### config.mk
export PLATFORM = sky130hd
export DESIGN_NAME = video_output_formatter
export DESIGN_NICKNAME = d
export VERILOG_FILES = /design/src/verilog/video_fmt_pkg.sv /design/src/verilog/timing_code_word.sv /design/src/verilog/video_output_formatter.sv
export VERILOG_INCLUDE_DIRS = /design/src /design/src/verilog
export SDC_FILE = /design/constraint.sdc
export NUM_CORES = 1
export LEC_CHECK = 0
export ABC_CLOCK_PERIOD_IN_PS = 2900
export BUFFER_PORTS_ARGS = -buffer_cell sky130_fd_sc_hd__buf_4
export CORE_UTILIZATION = 44
export DETAILED_ROUTE_END_ITERATION = 8
export PLACE_DENSITY = 0.69
export SYNTH_ARGS = -nofsm -noshare
export SYNTH_HDL_FRONTEND = slang
export SYNTH_SLANG_ARGS = --single-unit
export TNS_END_PERCENT = 20
### constraint.sdc
create_clock -name pclk -period 2.9 [get_ports pclk]
set_clock_uncertainty 0.1 [all_clocks]
set_input_delay 0.29 -clock pclk [delete_from_list [all_inputs] [get_ports pclk]]
set_output_delay 0.29 -clock pclk [all_outputs]
set_load 0.05 [all_outputs]
### src/verilog/video_fmt_consts.svh
`ifndef VIDEO_FMT_CONSTS_SVH
`define VIDEO_FMT_CONSTS_SVH

// Register byte offsets
`define REG_CTRL 12'h000
`define REG_HSYNC 12'h004
`define REG_VSYNC_START 12'h008
`define REG_VSYNC_STOP 12'h00C
`define REG_VBLANK_START 12'h010
`define REG_VBLANK_STOP 12'h014
`define REG_STATUS 12'h018

// Control register field positions
`define CTRL_ENABLE_BIT 0
`define CTRL_MODE20_BIT 1
`define CTRL_EMBED_BIT 2
`define CTRL_STD625_BIT 3
`define CTRL_FIDPOL_BIT 4
`define CTRL_WIDTH 5

// Vertical edge registers: pixel in [9:0], line in [25:16]; HSYNC: start pixel in [9:0], stop pixel in [25:16]
`define EDGE_PIX_LSB 0
`define EDGE_LINE_LSB 16
`define STATUS_FIELD_BIT 26

// Reset values
`define CTRL_RESET 5'h00
`define HSYNC_RESET 32'h0320_02E0
`define VSYNC_START_RESET 32'h0004_0000
`define VSYNC_STOP_RESET 32'h0007_0000
`define VBLANK_START_RESET 32'h0001_0000
`define VBLANK_STOP_RESET 32'h0014_0000

// Line and pixel counts
`define PPL_525 10'h35A
`define PPL_625 10'h360
`define LPF_525 10'h20D
`define LPF_625 10'h271
`define ACTIVE_PIX 10'h2D0
`define FIELD_OFS_525 10'h107
`define FIELD_OFS_625 10'h139

// Field and vertical-blank flag boundaries (frame line numbers)
`define F0_FIRST_525 10'h004
`define F0_LAST_525 10'h109
`define V1_LAST_525 10'h013
`define V2_FIRST_525 10'h108
`define V2_LAST_525 10'h11A
`define F1_FIRST_625 10'h139
`define V1_LAST_625 10'h016
`define V2_FIRST_625 10'h137
`define V2_LAST_625 10'h14F
`define V3_FIRST_625 10'h270

// Fixed code and blanking words
`define WORD_ONES 10'h3FF
`define WORD_ZERO 10'h000
`define BLANK_Y 10'h040
`define BLANK_C 10'h200

`endif

### src/verilog/video_fmt_pkg.sv
package video_fmt_pkg;

    typedef struct packed {
        logic [9:0] y;
        logic [9:0] c;
    } pixel_t;

    typedef struct packed {
        logic field_pol;
        logic std625;
        logic embedded;
        logic mode20;
        logic enable;
    } ctrl_t;

    typedef struct packed {
        logic [9:0] luma;
        logic [9:0] chroma;
    } out_bus_t;

endpackage

### src/verilog/timing_code_word.sv
`timescale 1ns/100ps
`include "video_fmt_consts.svh"

module timing_code_word
(
    input wire logic f,
    input wire logic v,
    input wire logic h,
    input wire logic [1:0] idx,
    output logic [9:0] word
);

    wire logic [3:0] prot;
    wire logic [9:0] status;

    assign prot = {v ^ h, f ^ h, f ^ v, f ^ v ^ h};
    assign status = {1'b1, f, v, h, prot, 2'b00};
    assign word = (idx == 2'd0) ? `WORD_ONES :
                  (idx == 2'd3) ? status : `WORD_ZERO;

endmodule // timing_code_word

### src/verilog/video_output_formatter.sv
// The APB slave port and the register addresses were chosen for this implementation.
`timescale 1ns/100ps
`include "video_fmt_consts.svh"

module video_output_formatter
    import video_fmt_pkg::*;
#(
    parameter int PIX_W = 10
)
(
    input wire logic pclk,
    input wire logic presetn,
    input wire logic [11:0] paddr,
    input wire logic psel,
    input wire logic penable,
    input wire logic pwrite,
    input wire logic [31:0] pwdata,
    input wire logic [3:0] pstrb,
    output logic [31:0] prdata,
    output logic pready,
    output logic pslverr,
    input wire pixel_t comp_pixel,
    input wire pixel_t rgb_pixel,
    input wire logic fast_switch_pin,
    output logic pixel_strobe,
    output out_bus_t video_bus,
    output logic pixel_output_clock,
    output logic horizontal_sync_out,
    output logic vertical_sync_out,
    output logic vertical_blank_out,
    output logic field_ident_out,
    output logic active_video_window
);

    generate
        if (PIX_W != 10)
        begin : g_width_check
            $error("Only 10-bit pixel words are supported");
        end
    endgenerate

    function automatic logic [31:0] merge_bytes(input logic [31:0] old_v,
                                                input logic [31:0] new_v,
                                                input logic [3:0] strb);
        logic [31:0] r;
        r = old_v;
        for (int i = 0; i < 4; i++)
        begin
            if (strb[i])
            begin
                r[i*8 +: 8] = new_v[i*8 +: 8];
            end
        end
        return r;
    endfunction

    // Vertical edge hit in either field; field two sits a field later
    function automatic logic edge_hit(input logic [31:0] edge_v,
                                      input logic [9:0] line,
                                      input logic [9:0] pix,
                                      input logic [9:0] ofs);
        logic [9:0] l;
        l = edge_v[`EDGE_LINE_LSB +: 10];
        return (pix == edge_v[`EDGE_PIX_LSB +: 10]) &&
               ((line == l) || (line == l + ofs));
    endfunction

    ctrl_t ctrl_q;
    logic [31:0] hsync_reg_q;
    logic [31:0] vstart_q;
    logic [31:0] vstop_q;
    logic [31:0] vb_start_q;
    logic [31:0] vb_stop_q;
    logic [31:0] prdata_q;
    logic pready_q;
    logic pslverr_q;

    logic fs_s1_q;
    logic fs_s2_q;
    logic clk_q;
    logic [9:0] pix_q;
    logic sub_q;
    logic [9:0] line_q;
    logic strobe_q;
    pixel_t hold_q;
    out_bus_t bus_q;
    logic hsync_q;
    logic vsync_q;
    logic vblank_q;
    logic field_q;
    logic field_out_q;
    logic window_q;

    // APB decode
    wire logic setup = psel && !penable;
    wire logic wr_done = psel && penable && pready_q && pwrite;
    wire logic sel_ctrl = (paddr == `REG_CTRL);
    wire logic sel_hsync = (paddr == `REG_HSYNC);
    wire logic sel_vss = (paddr == `REG_VSYNC_START);
    wire logic sel_vse = (paddr == `REG_VSYNC_STOP);
    wire logic sel_vbs = (paddr == `REG_VBLANK_START);
    wire logic sel_vbe = (paddr == `REG_VBLANK_STOP);
    wire logic sel_st = (paddr == `REG_STATUS);
    wire logic mapped = sel_ctrl || sel_hsync || sel_vss || sel_vse ||
                        sel_vbs || sel_vbe || sel_st;
    wire logic [31:0] ctrl_word = {27'd0, ctrl_q};
    wire logic [31:0] status_word = {5'd0, field_q, line_q, 6'd0, pix_q};
    logic [31:0] rd_mux;

    always_comb
    begin
        rd_mux = 32'h0000_0000;
        if (sel_ctrl)
            rd_mux = ctrl_word;
        else if (sel_hsync)
            rd_mux = hsync_reg_q;
        else if (sel_vss)
            rd_mux = vstart_q;
        else if (sel_vse)
            rd_mux = vstop_q;
        else if (sel_vbs)
            rd_mux = vb_start_q;
        else if (sel_vbe)
            rd_mux = vb_stop_q;
        else if (sel_st)
            rd_mux = status_word;
    end

    wire logic [31:0] ctrl_new = merge_bytes(ctrl_word, pwdata, pstrb);

    always_ff @(posedge pclk or negedge presetn)
    begin
        if (!presetn)
        begin
            pready_q <= 1'b0;
            pslverr_q <= 1'b0;
            prdata_q <= 32'h0000_0000;
        end
        else
        begin
            pready_q <= setup;
            pslverr_q <= setup && !mapped;
            if (setup && !pwrite)
                prdata_q <= rd_mux;
        end
    end

    always_ff @(posedge pclk or negedge presetn)
    begin
        if (!presetn)
        begin
            ctrl_q <= `CTRL_RESET;
            hsync_reg_q <= `HSYNC_RESET;
            vstart_q <= `VSYNC_START_RESET;
            vstop_q <= `VSYNC_STOP_RESET;
            vb_start_q <= `VBLANK_START_RESET;
            vb_stop_q <= `VBLANK_STOP_RESET;
        end
        else if (wr_done)
        begin
            if (sel_ctrl)
                ctrl_q <= ctrl_new[`CTRL_WIDTH-1:0];
            if (sel_hsync)
                hsync_reg_q <= merge_bytes(hsync_reg_q, pwdata, pstrb);
            if (sel_vss)
                vstart_q <= merge_bytes(vstart_q, pwdata, pstrb);
            if (sel_vse)
                vstop_q <= merge_bytes(vstop_q, pwdata, pstrb);
            if (sel_vbs)
                vb_start_q <= merge_bytes(vb_start_q, pwdata, pstrb);
            if (sel_vbe)
                vb_stop_q <= merge_bytes(vb_stop_q, pwdata, pstrb);
        end
    end

    // Standard-dependent geometry
    wire logic [9:0] ppl = ctrl_q.std625 ? `PPL_625 : `PPL_525;
    wire logic [9:0] lpf = ctrl_q.std625 ? `LPF_625 : `LPF_525;
    wire logic [9:0] fofs = ctrl_q.std625 ? `FIELD_OFS_625 : `FIELD_OFS_525;
    wire logic [9:0] ppl_m1 = ppl - 10'd1;
    wire logic [9:0] ppl_m2 = ppl - 10'd2;

    // Output clock: data changes as it falls, the consumer samples on rise
    wire logic word_en = clk_q && ctrl_q.enable;
    wire logic last_sub = ctrl_q.mode20 || sub_q;
    wire logic wrap_pix = last_sub && (pix_q == ppl_m1);
    wire logic [9:0] nxt_pix = !last_sub ? pix_q :
                               wrap_pix ? 10'd0 : pix_q + 10'd1;
    wire logic nxt_sub = !last_sub;
    wire logic [9:0] nxt_line = !wrap_pix ? line_q :
                                (line_q == lpf) ? 10'd1 : line_q + 10'd1;

    // Field and vertical flags per standard
    wire logic f525 = !((line_q >= `F0_FIRST_525) &&
                        (line_q <= `F0_LAST_525));
    wire logic v525 = (line_q <= `V1_LAST_525) ||
                      ((line_q >= `V2_FIRST_525) &&
                       (line_q <= `V2_LAST_525));
    wire logic f625 = (line_q >= `F1_FIRST_625);
    wire logic v625 = (line_q <= `V1_LAST_625) ||
                      ((line_q >= `V2_FIRST_625) &&
                       (line_q <= `V2_LAST_625)) ||
                      (line_q >= `V3_FIRST_625);
    wire logic f_bit = ctrl_q.std625 ? f625 : f525;
    wire logic v_bit = ctrl_q.std625 ? v625 : v525;

    // Position classification for the word now due
    wire logic active_now = (pix_q < `ACTIVE_PIX);
    wire logic codes_on = ctrl_q.embedded && !ctrl_q.mode20;
    wire logic eav_zone = codes_on && ((pix_q == `ACTIVE_PIX) ||
                          (pix_q == `ACTIVE_PIX + 10'd1));
    wire logic sav_zone = codes_on && ((pix_q == ppl_m2) ||
                          (pix_q == ppl_m1));
    // Both zones start on an even pixel, so bit 0 orders the pixel pair
    wire logic [1:0] code_idx = {pix_q[0], sub_q};
    wire logic [9:0] code_word;

    timing_code_word u_code
    (
        .f(f_bit),
        .v(v_bit),
        .h(eav_zone),
        .idx(code_idx),
        .word(code_word)
    );

    // Chroma goes first in each pixel, so a pair reads Cb, Y, Cr, Y
    wire logic [9:0] mux10_act = sub_q ? hold_q.y : hold_q.c;
    wire logic [9:0] mux10_blk = sub_q ? `BLANK_Y : `BLANK_C;
    wire logic [9:0] luma10 = (eav_zone || sav_zone) ? code_word :
                              active_now ? mux10_act : mux10_blk;
    wire logic [9:0] luma20 = active_now ? hold_q.y : `BLANK_Y;
    wire logic [9:0] chroma20 = active_now ? hold_q.c : `BLANK_C;
    wire out_bus_t bus_d = ctrl_q.mode20 ?
                           out_bus_t'{luma: luma20, chroma: chroma20} :
                           out_bus_t'{luma: luma10, chroma: `WORD_ZERO};
    wire logic window_d = active_now ||
                        (ctrl_q.mode20 && (pix_q >= ppl_m2));

    // Edge events, evaluated once per pixel
    wire logic px_edge = word_en && !sub_q;
    wire logic hsync_set = px_edge && (pix_q == hsync_reg_q[9:0]);
    wire logic hsync_clr = px_edge && (pix_q == hsync_reg_q[25:16]);
    wire logic vsync_set = px_edge && edge_hit(vstart_q, line_q, pix_q, fofs);
    wire logic vsync_clr = px_edge && edge_hit(vstop_q, line_q, pix_q, fofs);
    wire logic vb_on = px_edge && edge_hit(vb_start_q, line_q, pix_q, fofs);
    wire logic vb_off = px_edge && edge_hit(vb_stop_q, line_q, pix_q, fofs);
    wire logic need_pix = word_en && !nxt_sub && (nxt_pix < `ACTIVE_PIX);

    always_ff @(posedge pclk or negedge presetn)
    begin
        if (!presetn)
        begin
            fs_s1_q <= 1'b0;
            fs_s2_q <= 1'b0;
        end
        else
        begin
            fs_s1_q <= fast_switch_pin;
            fs_s2_q <= fs_s1_q;
        end
    end

    always_ff @(posedge pclk or negedge presetn)
    begin
        if (!presetn)
            clk_q <= 1'b0;
        else
            clk_q <= ctrl_q.enable ? !clk_q : 1'b0;
    end

    always_ff @(posedge pclk or negedge presetn)
    begin
        if (!presetn)
        begin
            pix_q <= 10'd0;
            sub_q <= 1'b0;
            line_q <= 10'd1;
        end
        else if (!ctrl_q.enable)
        begin
            pix_q <= 10'd0;
            sub_q <= 1'b0;
            line_q <= 10'd1;
        end
        else if (word_en)
        begin
            pix_q <= nxt_pix;
            sub_q <= nxt_sub;
            line_q <= nxt_line;
        end
    end

    // Capture one cycle after the request, ahead of the word that needs it
    always_ff @(posedge pclk or negedge presetn)
    begin
        if (!presetn)
        begin
            strobe_q <= 1'b0;
            hold_q <= '0;
        end
        else
        begin
            strobe_q <= need_pix;
            if (strobe_q)
                hold_q <= fs_s2_q ? rgb_pixel : comp_pixel;
        end
    end

    always_ff @(posedge pclk or negedge presetn)
    begin
        if (!presetn)
        begin
            bus_q <= '{luma: `BLANK_Y, chroma: `WORD_ZERO};
            window_q <= 1'b0;
        end
        else if (word_en)
        begin
            bus_q <= bus_d;
            window_q <= window_d;
        end
    end

    // A start and stop on the same pixel leaves the output low
    always_ff @(posedge pclk or negedge presetn)
    begin
        if (!presetn)
        begin
            hsync_q <= 1'b0;
            vsync_q <= 1'b0;
            vblank_q <= 1'b0;
            field_q <= 1'b0;
        end
        else
        begin
            if (hsync_clr)
                hsync_q <= 1'b0;
            else if (hsync_set)
                hsync_q <= 1'b1;
            if (vsync_clr)
                vsync_q <= 1'b0;
            else if (vsync_set)
                vsync_q <= 1'b1;
            if (vb_off)
                vblank_q <= 1'b0;
            else if (vb_on)
                vblank_q <= 1'b1;
            if (vsync_clr)
                field_q <= !field_q;
        end
    end

    always_ff @(posedge pclk or negedge presetn)
    begin
        if (!presetn)
            field_out_q <= 1'b0;
        else
            field_out_q <= (vsync_clr ? !field_q : field_q) ^
                           ctrl_q.field_pol;
    end

    assign prdata = prdata_q;
    assign pready = pready_q;
    assign pslverr = pslverr_q;
    assign pixel_strobe = strobe_q;
    assign video_bus = bus_q;
    assign pixel_output_clock = clk_q;
    assign horizontal_sync_out = hsync_q;
    assign vertical_sync_out = vsync_q;
    assign vertical_blank_out = vblank_q;
    assign field_ident_out = field_out_q;
    assign active_video_window = window_q;

endmodule // video_output_formatter

==> results.ini <==
[floorplanning]
dieArea_um2 = 36170
die_w_um = 190.2
start_util_pct = 44.89
rows = 68
io-pin-count = 155
die_y_um = 190.2
coreArea_um2 = 34710

[pwr]
power.total_uw = 8454
vdd_drop_max_mv = 0.4807
power.leakage_uw = 0.009167
power.density_nw_per_um2 = 432.1

[synthesis]
async_flop_share_pct = 100.0
synth_common_cells = 254 x dfrtp_1, 169 x mux2_2, 112 x a21oi_1
synthDistinctLibCells = 75
synth-seq-cells = 270
synth_nets = 1630
synth.most_common_cell = dfrtp_1
synth-warning-count = 0
synth_top_area_cell = dfrtp_1
syn_area_um2 = 15580
synth_area_leaders = dfrtp_1 41%, mux2_2 12%, xnor2_1 5.6%
synth.top_cell.area_share_pct = 40.79
yosysSeqAreaShare_pct = 43.49
ys.flop_type = dfrtp_1
synthCells = 1501
synth_edf_count = 0
syn_avg_cell_area_um2 = 10.38

[sta]
fin_tns_setup_ns = 0
maxSlewViolCount = 0
finalCritPeriodShare_pct = 96.93
fmax_mhz = 355.8
tightest_slew_ns = 0.7238
hold_violations = 0
rsz0062_at_grt = yes
finalSetupViolCount = 0
period_needed_ns = 2.811
slew_headroom_pct = 51.75
whs_ns = 0.02328

[clocking]
cts_tree = done
root_buffer = clkbuf_16
numCtsBuffers = 30
clock_latency_ns = 0.59
numClockSinks = 270
clockBufferDepth = 3
htreeDepth = 1
post_cts_buffers = 0
clk_pin_slew_ns = 0.06

[critical_path]
max_stage_delay_ns = 0.40
crit_type = flop to flop
r2r-start = ctrl_q[3]
critical_path.top_delay_family = compound AO/OA/AOI/OAI gates
worstPathArrival_ns = 3.22
cp.buffers_inverters = 2
worstPathMaxFanout = 6
worstPathRequired_ns = 3.31
worstSetupStartpointType = flop
crit_slowest_cell = fa_2
cp-startpoint = ctrl_q[3]
end_kind = flop
crit_chain = clkinvlp_4, buf_12, fa_2, a211oi_4, o21ai_1, a21oi_2, xnor2_1, nor4_2, a31oi_2, nor3_4, xor2_1

[grt]
grt_max_degree = 84
antenna_found_initial = 0
grt_busiest_layer = met2
grt_pass1_vias = 13136
met3_usage_pct = 4.187
grt.overflow.total = 0
grt_first_pass_wirelength_mm = 74.04
grt_usage_pct = 26.13
met2_usage_pct = 40.86
met1_usage_pct = 36.14

[routing]
firstDrtPassIters = 5
drc = 0
wl_per_cell_um = 21.06
wl_mm = 47.22
vias = 13060
final_antenna_net_count = 0
routed_via_density = 5.825
drt_iter0_drc = 938

[cells_and_area]
drive_gt1_share_pct = 29.83
area_delta_synth_final_pct = 25.58
num_antenna_cells = 0
fin_area_um2 = 19570
nets = 1892
post-route-util_pct = 56.37

[place]
place_area_um2 = 17660
routabilityCongestion = 0.9299
dp_hpwl_mm = 33.13
port_buffers = 154

[hold_path]
hold_class = primary input to flop
hp-start = paddr[5]

[job]
drv_cap = 0

[status]
run_status = completed

layer usage:
layer	routed length (µm)	vias up	part of all wire (%)
met5	0	-	0
met4	1763	0	3.7
met3	3076	109	6.5
met2	21860	487	46
met1	20530	6510	43
li1	-	5954	-
flip-flops by register name, indices dropped and copies added, names as in the netlist:
register,cells
pix_q,10
vb_stop_q,32
horizontal_sync_out,1
hsync_reg_q,32
video_bus,20
fs_s1_q,1
vstop_q,32
pslverr,1
pready,1
pixel_strobe,1
field_q,1
active_video_window,1
sub_q,1
hold_q,20
vstart_q,32
pixel_output_clock,1
vertical_blank_out,1
prdata,32
vertical_sync_out,1
field_ident_out,1
vb_start_q,32
line_q,10
ctrl_q,5
fs_s2_q,1
power breakdown:
group / internal (µW) / total, µW / leakage [µW] / switching [µW]
combinational: 261 / 615 / 0.00508 / 354
sequential: 3800 / 3820 / 0.00358 / 21.2
clock: 2410 / 4020 / 0.000507 / 1610
total: 6470 / 8450 / 0.00917 / 1990
placed cells by master, fill, tap and decap left out, drive strengths merged, types with 6 or more instances in the layout:
| master | n |
|---|---|
| nand4 | 21 |
| ha | 31 |
| a21o | 16 |
| o22ai | 16 |
| mux2 | 169 |
| nor4 | 19 |
| buf | 246 |
| nor3 | 30 |
| dfrtp | 254 |
| mux2i | 36 |
| a22o | 29 |
| a22oi | 10 |
| nor2b | 11 |
| and3 | 6 |
| o211ai | 12 |
| a31oi | 25 |
| a221oi | 12 |
| nand2b | 12 |
| o21bai | 10 |
| clkbuf | 48 |
| a211oi | 8 |
| o21a | 6 |
| xor2 | 58 |
| a21boi | 19 |
| a21oi | 113 |
| nand2 | 88 |
| inv | 16 |
| o31ai | 6 |
| nor2 | 106 |
| o21ai | 77 |
| dfstp | 16 |
| nand3 | 25 |
| xnor2 | 100 |
| dlygate4sd3 | 77 |
layout make-up:
| class | instances | area, µm² |
|---|---|---|
| clock buffers | 48 | 908.4 |
| clock inverters | 8 | 145.1 |
| fillers | 3022 | 15150 |
| inverters | 18 | 71.32 |
| multi-input cells | 1120 | 8407 |
| flip-flops and latches | 270 | 6778 |
| well taps | 455 | 569.3 |
| repair buffers | 323 | 2688 |
worst min-delay path: cells and delay by family:
kind                   cells  cell delay (ns)
AO/OA/AOI/OAI              1             0.06
buffers and inverters      1             0.08
AND/OR/NAND/NOR            3             0.25
cell families after synthesis:
logic type      synth area share, %
compound gates                15.84
xor+xnor                      8.881
fa+ha+maj                     3.003
buf+inv                       3.124
flops                         43.49
mux                           14.53
simple gates                  11.13
what timing repair did:
action                     4_1_cts  5_1_grt
setup endpoints to repair        4        4
gates cloned                     0        0
pin swaps                        1       13
hold buffers                    77        0
hold endpoints to repair       263        0
gates resized for setup          5       12
final timing paths:
kind,slack (ns),endpoint,cells after the start
setup / recovery,0.09,field_q,11
min in group asynchronous,0.22,hold_q[5],2
hold / removal,0.02,pslverr,5
setup reg to reg,0.09,field_q,11
hold reg to reg,0.25,fs_s2_q,0
max in group asynchronous,1.69,hsync_reg_q[24],3
per-stage QoR:
stage | worst slack [ns] | cells
5_1_grt | -0.1071 | 2242
6_report | 0.08905 | 2242
4_1_cts | 0.03935 | 2242
3_3_place_gp | 0.02897 | 2109
2_1_floorplan | -0.08278 | 1501
3_5_place_dp | -0.1063 | 2109
Note: power is estimated with default switching activity, not from simulation.
